`src/ttwu_pkg.sv`:
```
// ttwu_pkg: constants, register map and types of one trigger output unit.
// assumes a 250 MHz precision system clock and a 16-bit host register port.
package ttwu_pkg;

    // ==========================================================
    // timing
    localparam int CLK_MHZ      = 250;
    localparam int CLK_NS       = 1000 / CLK_MHZ;
    localparam int PW_UNIT_NS   = 8;

    // ==========================================================
    // register map, byte addresses of 16-bit registers
    localparam int          ADDR_W                    = 12;
    localparam int          DATA_W                    = 16;
    localparam int          PAT_BITS                  = 16;
    localparam int          GPIO_N                    = 7;
    localparam logic [11:0] TRIGGER_CONFIG_CONTROL    = 12'h228;
    localparam logic [11:0] TRIGGER_PULSE_WIDTH       = 12'h22A;
    localparam logic [11:0] TRIGGER_CYCLE_WIDTH_LOW   = 12'h22C;
    localparam logic [11:0] TRIGGER_CYCLE_WIDTH_HIGH  = 12'h22E;
    localparam logic [11:0] CYCLE_OR_BIT_COUNT        = 12'h230;
    localparam logic [11:0] OUTPUT_BIT_PATTERN        = 12'h232;

    // ==========================================================
    // reset values and the last pin code
    localparam logic [15:0] CFG_RESET   = 16'h3C00;
    localparam logic [15:0] WORD_RESET  = 16'h0000;
    localparam logic [3:0]  PIN_MAX     = 4'h6;

    // ==========================================================
    // types
    typedef enum logic [2:0] {
        falling_edge_mode   = 3'h0,
        rising_edge_mode    = 3'h1,
        low_pulse_mode      = 3'h2,
        high_pulse_mode     = 3'h3,
        low_periodic_mode   = 3'h4,
        high_periodic_mode  = 3'h5,
        bit_pattern_mode    = 3'h6,
        reserved_mode       = 3'h7
    } ttwu_mode_e;

    typedef struct packed {
        logic       cascade_en;
        logic       cascade_tail;
        logic [3:0] upstream_sel;
        logic       trigger_now;
        logic       notify;
        logic       rsvd;
        ttwu_mode_e mode;
        logic [3:0] pin_sel;
    } ttwu_cfg_s;

    typedef enum logic [1:0] {
        ST_IDLE  = 2'b00,
        ST_ARMED = 2'b01,
        ST_RUN   = 2'b11,
        ST_HOLD  = 2'b10
    } ttwu_state_e;

endpackage

```
`src/ttwu_top.sv`:
```
// ttwu_top: one trigger output unit driving a waveform onto a chosen gpio.
// assumes sys_time, target_time and the other units' gpio vector come
// from logic on clk; registers are written through a 16-bit host port.
// How it works
// - edge modes drive from idle and hold
// - pulse modes give one pulse then idle
// - periodic modes: active phase, period, count
// - zero count repeats until unit stopped, except a pattern-mode cascade tail
// - pattern mode shifts 16 bits lsb first
// - pin field routes output to gpio 0-6
// - units on one pin are ORed
// - pulse width counts in 8 ns steps
// - cascade tail: pulse width plus one is iteration count
// - 32-bit cycle or bit width in ns
// - trigger now fires late targets at once
// - notify gates done and error reporting
`timescale 1ns/1ns
module ttwu_top
    import ttwu_pkg::*;
(
    input  wire logic              clk,
    input  wire logic              rst_n,
    input  wire logic [ADDR_W-1:0] reg_addr,
    input  wire logic              reg_wr,
    input  wire logic              reg_rd,
    input  wire logic [DATA_W-1:0] reg_wdata,
    output logic      [DATA_W-1:0] reg_rdata,
    input  wire logic              unit_enable,
    input  wire logic              trigger_irq_enable,
    input  wire logic              status_clear,
    input  wire logic [63:0]       sys_time,
    input  wire logic [63:0]       target_time,
    input  wire logic [GPIO_N-1:0] gpio_from_others,
    output logic      [GPIO_N-1:0] gpio_out,
    output logic                   fire_complete_flag,
    output logic                   fire_error_flag,
    output logic                   trigger_irq
);

    // ==========================================================
    // register file
    ttwu_cfg_s         cfg_q;
    logic [15:0]       pw_q;
    logic [15:0]       cwl_q;
    logic [15:0]       cwh_q;
    logic [15:0]       cnt_lim_q;
    logic [15:0]       pat_q;
    logic [DATA_W-1:0] rdata_q;

    wire sel_cfg = (reg_addr == TRIGGER_CONFIG_CONTROL);
    wire sel_pw  = (reg_addr == TRIGGER_PULSE_WIDTH);
    wire sel_cwl = (reg_addr == TRIGGER_CYCLE_WIDTH_LOW);
    wire sel_cwh = (reg_addr == TRIGGER_CYCLE_WIDTH_HIGH);
    wire sel_cnt = (reg_addr == CYCLE_OR_BIT_COUNT);
    wire sel_pat = (reg_addr == OUTPUT_BIT_PATTERN);

    logic [DATA_W-1:0] rd_mux;
    always_comb begin
        if (sel_cfg) begin
            rd_mux = {cfg_q[15:8], 1'b0, cfg_q[6:0]};
        end else if (sel_pw) begin
            rd_mux = pw_q;
        end else if (sel_cwl) begin
            rd_mux = cwl_q;
        end else if (sel_cwh) begin
            rd_mux = cwh_q;
        end else if (sel_cnt) begin
            rd_mux = cnt_lim_q;
        end else if (sel_pat) begin
            rd_mux = pat_q;
        end else begin
            rd_mux = WORD_RESET;
        end
    end

    always_ff @(posedge clk or negedge rst_n) begin
        if (!rst_n) begin
            cfg_q     <= ttwu_cfg_s'(CFG_RESET);
            pw_q      <= WORD_RESET;
            cwl_q     <= WORD_RESET;
            cwh_q     <= WORD_RESET;
            cnt_lim_q <= WORD_RESET;
            pat_q     <= WORD_RESET;
            rdata_q   <= WORD_RESET;
        end else begin
            if (reg_wr && sel_cfg) cfg_q     <= ttwu_cfg_s'(reg_wdata & ~16'h0080);
            if (reg_wr && sel_pw)  pw_q      <= reg_wdata;
            if (reg_wr && sel_cwl) cwl_q     <= reg_wdata;
            if (reg_wr && sel_cwh) cwh_q     <= reg_wdata;
            if (reg_wr && sel_cnt) cnt_lim_q <= reg_wdata;
            if (reg_wr && sel_pat) pat_q     <= reg_wdata;
            if (reg_rd)            rdata_q   <= rd_mux;
        end
    end

    // ==========================================================
    // waveform decode
    // all widths are tracked in ns so both 8 ns and 1 ns units share one counter
    wire        [31:0] pw_ns     = 32'(pw_q) * 32'(PW_UNIT_NS);
    wire        [31:0] cyc_ns    = {cwh_q, cwl_q};
    ttwu_mode_e        mode;
    assign mode = cfg_q.mode;
    wire idle_lvl  = (mode == falling_edge_mode) || (mode == low_pulse_mode)
                  || (mode == low_periodic_mode);
    wire active    = ~idle_lvl;
    wire is_edge   = (mode == falling_edge_mode) || (mode == rising_edge_mode);
    wire is_tail   = cfg_q.cascade_en && cfg_q.cascade_tail;
    wire late      = sys_time > target_time;
    wire reached   = sys_time >= target_time;

    ttwu_state_e st_q, st_d;
    logic [31:0] phase_q, phase_d;
    logic [15:0] cnt_q, cnt_d;
    logic [3:0]  bit_q, bit_d;
    logic [15:0] iter_q, iter_d;
    logic        own_q, own_d;
    logic        done_ev, err_ev;

    wire [31:0] phase_nx   = phase_q + 32'(CLK_NS);
    wire        pulse_end  = phase_nx >= pw_ns;
    wire        period_end = phase_nx >= cyc_ns;
    wire [15:0] cnt_nx     = cnt_q + 16'h0001;
    wire        lim_hit    = (cnt_lim_q != WORD_RESET) && (cnt_nx == cnt_lim_q);
    wire        loop_end   = (cnt_lim_q != WORD_RESET) ? lim_hit : (bit_q == 4'hF);

    // ==========================================================
    // sequencer
    always_comb begin
        st_d    = st_q;
        phase_d = phase_q;
        cnt_d   = cnt_q;
        bit_d   = bit_q;
        iter_d  = iter_q;
        own_d   = own_q;
        done_ev = 1'b0;
        err_ev  = 1'b0;
        case (st_q)
            ST_IDLE: begin
                own_d   = 1'b0;
                phase_d = 32'h0;
                cnt_d   = 16'h0;
                bit_d   = 4'h0;
                iter_d  = 16'h0;
                // the reserved code is left unarmed so the pin stays quiet
                if (unit_enable && mode != reserved_mode) begin
                    own_d = idle_lvl;
                    if (late && !cfg_q.trigger_now) begin
                        st_d   = ST_HOLD;
                        err_ev = 1'b1;
                    end else begin
                        st_d = ST_ARMED;
                    end
                end
            end
            ST_ARMED: begin
                own_d = idle_lvl;
                if (reached) begin
                    st_d = ST_RUN;
                end
            end
            ST_RUN: begin
                case (mode)
                    falling_edge_mode, rising_edge_mode: begin
                        own_d   = active;
                        st_d    = ST_HOLD;
                        done_ev = 1'b1;
                    end
                    low_pulse_mode, high_pulse_mode: begin
                        own_d   = active;
                        phase_d = phase_nx;
                        if (pulse_end) begin
                            st_d    = ST_HOLD;
                            done_ev = 1'b1;
                        end
                    end
                    low_periodic_mode, high_periodic_mode: begin
                        own_d   = (phase_q < pw_ns) ? active : idle_lvl;
                        phase_d = phase_nx;
                        if (period_end) begin
                            phase_d = 32'h0;
                            cnt_d   = cnt_nx;
                            if (lim_hit) begin
                                st_d    = ST_HOLD;
                                done_ev = 1'b1;
                            end
                        end
                    end
                    bit_pattern_mode: begin
                        own_d   = pat_q[bit_q];
                        phase_d = phase_nx;
                        if (period_end) begin
                            phase_d = 32'h0;
                            bit_d   = bit_q + 4'h1;
                            cnt_d   = cnt_nx;
                            if (loop_end) begin
                                cnt_d = 16'h0;
                                bit_d = 4'h0;
                                if (is_tail) begin
                                    iter_d = iter_q + 16'h0001;
                                    if (iter_q == pw_q) begin
                                        st_d    = ST_HOLD;
                                        done_ev = 1'b1;
                                    end
                                end else if (cnt_lim_q != WORD_RESET) begin
                                    st_d    = ST_HOLD;
                                    done_ev = 1'b1;
                                end
                            end
                        end
                    end
                    default: begin
                        own_d = 1'b0;
                        st_d  = ST_HOLD;
                    end
                endcase
            end
            ST_HOLD: begin
                // an edge holds only if it fired; a late-target hold stays idle
                own_d = is_edge ? own_q : idle_lvl;
            end
            default: begin
                st_d = ST_IDLE;
            end
        endcase
        // dropping the enable stops any run, including unlimited repeats
        if (!unit_enable) begin
            st_d  = ST_IDLE;
            own_d = 1'b0;
        end
    end

    // ==========================================================
    // pin routing and status
    logic [GPIO_N-1:0] own_vec;
    always_comb begin
        own_vec = '0;
        // codes above the last pin drive nothing
        if (cfg_q.pin_sel <= PIN_MAX) begin
            own_vec[cfg_q.pin_sel[2:0]] = own_q;
        end
    end

    logic [GPIO_N-1:0] gpio_q;
    logic              done_q;
    logic              err_q;
    logic              irq_q;
    // set wins over a clear arriving in the same cycle
    wire done_d = (done_ev && cfg_q.notify) || (done_q && !status_clear);
    wire err_d  = (err_ev && cfg_q.notify) || (err_q && !status_clear);

    always_ff @(posedge clk or negedge rst_n) begin
        if (!rst_n) begin
            st_q    <= ST_IDLE;
            phase_q <= 32'h0;
            cnt_q   <= 16'h0;
            bit_q   <= 4'h0;
            iter_q  <= 16'h0;
            own_q   <= 1'b0;
            gpio_q  <= '0;
            done_q  <= 1'b0;
            err_q   <= 1'b0;
            irq_q   <= 1'b0;
        end else begin
            st_q    <= st_d;
            phase_q <= phase_d;
            cnt_q   <= cnt_d;
            bit_q   <= bit_d;
            iter_q  <= iter_d;
            own_q   <= own_d;
            gpio_q  <= gpio_from_others | own_vec;
            done_q  <= done_d;
            err_q   <= err_d;
            irq_q   <= trigger_irq_enable && (done_d || err_d);
        end
    end

    assign reg_rdata          = rdata_q;
    assign gpio_out           = gpio_q;
    assign fire_complete_flag = done_q;
    assign fire_error_flag    = err_q;
    assign trigger_irq        = irq_q;

endmodule // ttwu_top

```
`config.mk`:
```
export PLATFORM = sky130hd
export DESIGN_NAME = ttwu_top
export DESIGN_NICKNAME = d
export VERILOG_FILES = /design/src/ttwu_pkg.sv /design/src/ttwu_top.sv
export SDC_FILE = /design/constraint.sdc
export NUM_CORES = 1
export LEC_CHECK = 0
export BUFFER_PORTS_ARGS = -buffer_cell sky130_fd_sc_hd__buf_4
export CORE_MARGIN = 3
export CORE_UTILIZATION = 44
export DETAILED_ROUTE_END_ITERATION = 10
export GPL_TIMING_DRIVEN = 0
export PLACE_DENSITY = 0.74
export SYNTH_ARGS = -nofsm -noshare
export SYNTH_HDL_FRONTEND = slang
export SYNTH_SLANG_ARGS = --single-unit
```
`constraint.sdc`:
```
create_clock -name clk -period 13.2 [get_ports clk]
set_clock_uncertainty 0.15 [all_clocks]
set_input_delay 1.98 -clock clk [delete_from_list [all_inputs] [get_ports clk]]
set_output_delay 1.98 -clock clk [all_outputs]
set_load 0.005 [all_outputs]
```
=== Word-level counts from Yosys, hierarchy flattened ===
Index checks and enable logic that the tools add are counted.

* Latch bits: 0
* ROM bits: 0
* Memories kept: 0
* Output and inout port bits: 26
* Flip-flop bits (word level): 192
* Bits in writable memories: 0
* Logic and storage cells: 177

* Shift-type cells: 0
* Bitwise operators: 3
* Muxes and demuxes: 62
* Multipliers: 0
* $add $sub $neg: 4
* Div/mod/pow operators: 0
* Reductions and logical operators: 38
* Magnitude comparators: 9
* Equality and inequality tests: 38

{| class="wikitable"
|+ Operators with widths
! cell !! number
|-
| $mux W16 || 13
|-
| $pmux W32 S2 || 2
|-
| $pmux W16 S2 || 3
|-
| $eq A12 B10 Y1 const B || 6
|-
| $ge A64 B64 Y1 || 1
|-
| $gt A64 B64 Y1 || 1
|-
| $add A16 B1 Y16 const B || 2
|-
| $add A32 B3 Y32 const B || 1
|-
| $eq A16 B16 Y1 || 2
|-
| $ge A32 B19 Y1 || 1
|-
| $ge A32 B32 Y1 || 1
|-
| $lt A32 B19 Y1 || 1
|-
| $mux W32 || 1
|-
| $mux W2 || 12
|-
| $ne A4 B4 Y1 const B || 5
|-
| $mux W1 || 19
|-
| $ne A3 B3 Y1 const B || 6
|-
| $logic_and A1 B1 Y1 || 16
|-
| $reduce_bool A16 Y1 || 1
|-
| $mux W4 || 3
|-
| $pmux W2 S3 || 2
|-
| $ne A5 B5 Y1 const B || 2
|-
| $reduce_and A10 Y1 || 1
|-
| $eq A3 B3 Y1 const B || 3
|-
| 34 further kinds || 49
|}

=== Longest topological paths before layout ===
* Depth in word-level cells: 12
* Gate-level depth with buffers: 19
* Mapped depth without buffers: 15

=== Worst setup path before layout ===
OpenSTA, ideal clock, no wires.

* Path type: reg2reg
* Start: register phase_q[23]
* End: register iter_q[12]
* Slack: 8940 ps
* Cell stages (with the launch flop): 18
* Setup time: 128 ps
* Period minus slack after synthesis: 4260 ps
* Data arrival time: 3982 ps
* Path buffers: 3
* Cell sequence: dfrtp_1 -> clkbuf_1 -> nand4_1 -> or3_1 -> o31a_1 -> or2_2 -> ha_1 -> a21o_1 -> a21o_1 -> a21o_1 -> a221o_1 -> a41oi_1 -> o21ai_2 -> a41oi_2 -> buf_2 -> buf_2 -> mux2i_1 -> o21ai_0

* Cells in the longest elaborated chain, start to end: 4

{| class="wikitable"
|+ Ends and longest elaborated chain
! element !! line !! RTL
|-
| from (decl) || ttwu_top.sv:112 || <nowiki>logic [31:0] phase_q, phase_d;</nowiki>
|-
| from (signal assigned) || ttwu_top.sv:265 || <nowiki>phase_q <= phase_d;</nowiki>
|-
| $add A32 B3 Y32 || ttwu_top.sv:119 || <nowiki>wire [31:0] phase_nx = phase_q + 32'(CLK_NS);</nowiki>
|-
| $ge A32 B32 Y1 || ttwu_top.sv:121 || <nowiki>wire period_end = phase_nx >= cyc_ns;</nowiki>
|-
| $ne A2 B2 Y1 (no line) || n/a ||
|-
| $reduce_and A5 Y1 (no line) || n/a ||
|-
| to (signal assigned) || ttwu_top.sv:268 || <nowiki>iter_q <= iter_d;</nowiki>
|-
| to (decl) || ttwu_top.sv:115 || <nowiki>logic [15:0] iter_q, iter_d;</nowiki>
|}

Every way passes these cells.
A chain may end at the register's enable or synchronous reset.

=== Final worst setup path ===
* Start: register phase_q[8]
* End: register cnt_q[15]

* Cells in the longest elaborated chain, start to end: 4
* Elaborated cells on any way between the ends: 5
* Those cells by class: add/sub (1); order compare (1); eq/ne (2); reduce/logical (1)

{| class="wikitable"
|+ Ends and longest elaborated chain
! element !! line !! RTL
|-
| $add A32 B3 Y32 * || ttwu_top.sv:119 ||
|-
| $ge A32 B32 Y1 * || ttwu_top.sv:121 ||
|-
| $ne A3 B3 Y1 (no line) || n/a ||
|-
| $reduce_and A4 Y1 (no line) * || n/a ||
|-
| to (signal assigned) || ttwu_top.sv:266 || <nowiki>cnt_q <= cnt_d;</nowiki>
|-
| to (decl) || ttwu_top.sv:113 || <nowiki>logic [15:0] cnt_q, cnt_d;</nowiki>
|}

Mark *: on every way between the ends. The rest lies on a longest branch, timed or not.

==> run metrics <==
power density cells=92.5 mW/mm^2; global-route wire length before repair=67,500 microns; worst flop-to-flop path endpoint=cnt_q[15]; sequential fraction of design power=40.9%; startpoint kind of the worst setup timing path=flip-flop; Die Wd=182 microns; Design Power=0.00149 W; hold path start=cwh_q[7]; Netlist cell types=76; portion of the post-synthesis area used by sequential elements=35.1%; most frequently used cell type in the post-synthesis netlist=sky130_fd_sc_hd__dfrtp_1; post-layout min period=6.29 ns; top_reg_cell synth=sky130_fd_sc_hd__dfrtp_1; count of buffers inserted at the top-level ports=194; number of endpoints with negative hold slack in the final report=0; unrepaired setup endpoints after global routing=no; sinks on the clock net=190; clock input transition at the sequential cells of the worst setup and hold paths=0.08 ns; peak supply drop=88.1 uV; Routed wire per std cell=21.3 microns; Combinational Power Share=23.7%; worst reg2reg startpoint=phase_q[8]; share of the cycle needed by the critical path after routing=47.6%; result of the run=finished, final reports clean; gr usage total=25.8%; Root Buffer Master=sky130_fd_sc_hd__clkbuf_16; first-pass iteration count of the detailed router=5; starting density of the core=45.2%; final std cells w/o fill=2,052; dominant cells by area after synthesis=sky130_fd_sc_hd__dfrtp_1 (34%), sky130_fd_sc_hd__ha_1 (12%), sky130_fd_sc_hd__mux2_2 (8.1%); reg2reg setup slack=6.91 ns; CTS max path bufs=2; synthesis-to-finish area growth=18.9%; total of fill cells in the finished design=2,673; flop and latch count out of synthesis=190; routed via count divided by cell count=6.15; slew of the pin with the lowest slew margin=1.22 ns; number of clock buffers inserted by TritonCTS=17; Crit Path Class=flip-flop to flip-flop; Post-DP HPWL=34,400 microns; largest net degree at the start of global routing=105; total wire length=43,800 microns; clock insertion delay at the later pin of the skew report=0.45 ns; number of hold buffers added after cts=0; y dimension of the die=182 microns; number of instances in the synthesized netlist=1,435; CTS tree=built; fraction of synthesized cell area taken by the top area cell type=34.3%; most area-hungry cell type in the Yosys netlist=sky130_fd_sc_hd__dfrtp_1; hold path endpoint=cwh_q[7]; quantity of gates resized following cts=0; Rows=63; MaxCap Viol Count=0; overflow left after global routing=0; routability congestion estimate=0.940; Post-route DRC=0; Synth async-reset ratio=100%; headroom to the max-slew limit=16.9%; initial antenna violation count=1; signal arrival time at the worst endpoint=6.48 ns; net count of the mapped netlist=1,737; worst hold stages=1; net switching share of the total power=32.8%; number of setup violations in the final report=0; count of antenna diodes in the layout=0; Post-CTS Setup Bufs=0; Critical Path End Type=flip-flop; TNS Setup=0 ns; standard cell core area=0.0300 sq mm; total number of vias=12,600; Max Freq=0.159 GHz; most common library cells after synthesis=sky130_fd_sc_hd__dfrtp_1 (186), sky130_fd_sc_hd__inv_1 (142), sky130_fd_sc_hd__ha_1 (132), sky130_fd_sc_hd__mux2_2 (97), sky130_fd_sc_hd__nand2_1 (93); count of cells along the worst register-to-register path=17; H-Tree Level Count=4; internal power of the cells=0.00100 W; leakage power total=7.88 nW; number of synthesized flops with an enable pin=0; die area=0.0330 sq mm; post-synthesis area per instance=9.45 sq um; Net count, final=1,951; number of DRC violations after detailed-routing iteration 0=1,392; area of the mapped netlist=0.0136 sq mm; number of global-route vias before repair=11,900; fraction of layout cells with a size suffix above 1=22.2%; number of pins exceeding their max-slew limit in the final report=0; number of placed instances, taps included=2,020; Routed Antenna Nets=0; # IOs=196; required time reported for the critical path endpoint=13.39 ns; Sw Pwr=0.000489 W; total of warnings raised by yosys=0; Tightest Hold Check Type=flip-flop to flip-flop; share of total power in the clock network=35.4%; maximum fanout count along the critical path=10
[power groups by stage]
stage | Clock (W) | Sequential (W) | Combinational (W)
2_1_floorplan | 0 | 0.000616 | 0.000203
3_3_place_gp | 0 | 0.000620 | 0.000338
3_5_place_dp | 0 | 0.000621 | 0.000347
4_1_cts | 0.000531 | 0.000610 | 0.000350
5_1_grt | 0.000558 | 0.000612 | 0.000390
6_report | 0.000529 | 0.000610 | 0.000354
[routing by layer]
metal	global-route usage, %	vias to the layer above	routed length, microns
li1	-	5749	-
met3	4.79	90	3840
met5	0	-	7
met4	9.05	2	1460
met2	40.2	654	19700
met1	36.0	6121	18800
[kinds of logic after synthesis]
kind of cell / after synthesis / synth area share [%]
buffers and inverters: 201 / 5.68
multiplexers: 114 / 9.77
AND/OR/NAND/NOR: 408 / 16.2
AO/OA/AOI/OAI: 335 / 17.6
adder cells (fa/ha/maj): 132 / 12.2
flip-flops: 190 / 35.1
XOR/XNOR: 55 / 3.55
[metrics by stage]
step	util (%)	cell area [sq um]	setup slack (ns)	hold slack, ns
after floorplan	-	13600	8.94	0.344
after global placement	51.6	15500	7.15	0.361
after detailed placement	51.8	15500	7.15	0.371
after CTS	53.7	16100	7.07	0.388
after global routing	53.7	16100	6.56	0.407
final	53.7	16100	6.91	0.393
[sequential cells by signal (all words and copies together), names as in the netlist]
| register | count |
|---|---|
| phase_q | 30 |
| pat_q | 16 |
| fire_complete_flag | 1 |
| st_q | 2 |
| reg_rdata | 16 |
| mode | 3 |
| bit_q | 4 |
| own_q | 1 |
| pw_q | 16 |
| cnt_lim_q | 16 |
| iter_q | 16 |
| cwh_q | 16 |
| gpio_out | 7 |
| cfg_q | 12 |
| trigger_irq | 1 |
| cnt_q | 16 |
| cwl_q | 16 |
| fire_error_flag | 1 |
[worst max-delay path by stage]
| stage | start | endpoint | slack [ns] | cells after the start |
|---|---|---|---|---|
| final | phase_q[8] | cnt_q[15] | 6.91 | 17 |
| after global routing | phase_q[8] | cnt_q[14] | 6.56 | 17 |
| after CTS | phase_q[8] | cnt_q[9] | 7.07 | 17 |
| after detailed placement | phase_q[8] | cnt_q[9] | 7.15 | 17 |
| after global placement | phase_q[8] | cnt_q[5] | 7.15 | 17 |
| after floorplan | phase_q[23] | iter_q[12] | 8.94 | 17 |
[layout make-up]
type                       count  area, sq um  share of cell area (%)
buffer                        59          238                    1.47
multi-input combinational   1044         8030                    49.8
sequential                   190         4760                    29.5
inverter                     142          533                    3.30
clock buffer                  18          439                    2.72
clock inverter                14          148                   0.915
tap                          390          488                    3.03
timing repair buffer         195         1490                    9.25
[cells in the final DEF (no fill, tap or decap), drive strengths merged, types with 14 or more instances in the layout]
master,count
mux2,97
a21o,41
nand3,45
dfrtp,186
nor2,64
clkbuf,64
and4,14
and3,16
a41oi,18
o21ai,52
nand4,46
xnor2,38
a22o,18
a22oi,47
nor4,25
nor3,31
ha,132
a21oi,53
xor2,17
inv,149
buf,208
nand2,93
[worst max-delay path: stages, from the launching register on]
cell	delay [ns]
sky130_fd_sc_hd__dfrtp_1	0.35
sky130_fd_sc_hd__buf_2	0.24
sky130_fd_sc_hd__nand4_1	0.32
sky130_fd_sc_hd__nor4_1	0.51
sky130_fd_sc_hd__buf_2	0.33
sky130_fd_sc_hd__a21oi_1	0.14
sky130_fd_sc_hd__or2_2	0.35
sky130_fd_sc_hd__ha_1	0.32
sky130_fd_sc_hd__a21oi_1	0.14
sky130_fd_sc_hd__o21ai_0	0.20
sky130_fd_sc_hd__a2111oi_0	1.06
sky130_fd_sc_hd__o31a_1	0.27
sky130_fd_sc_hd__o31a_1	0.19
sky130_fd_sc_hd__o21ai_2	0.15
sky130_fd_sc_hd__a21oi_1	0.77
sky130_fd_sc_hd__clkbuf_1	0.44
sky130_fd_sc_hd__o21ai_0	0.17
sky130_fd_sc_hd__o31ai_1	0.09
No activity file was read; power rests on OpenSTA's default activity.
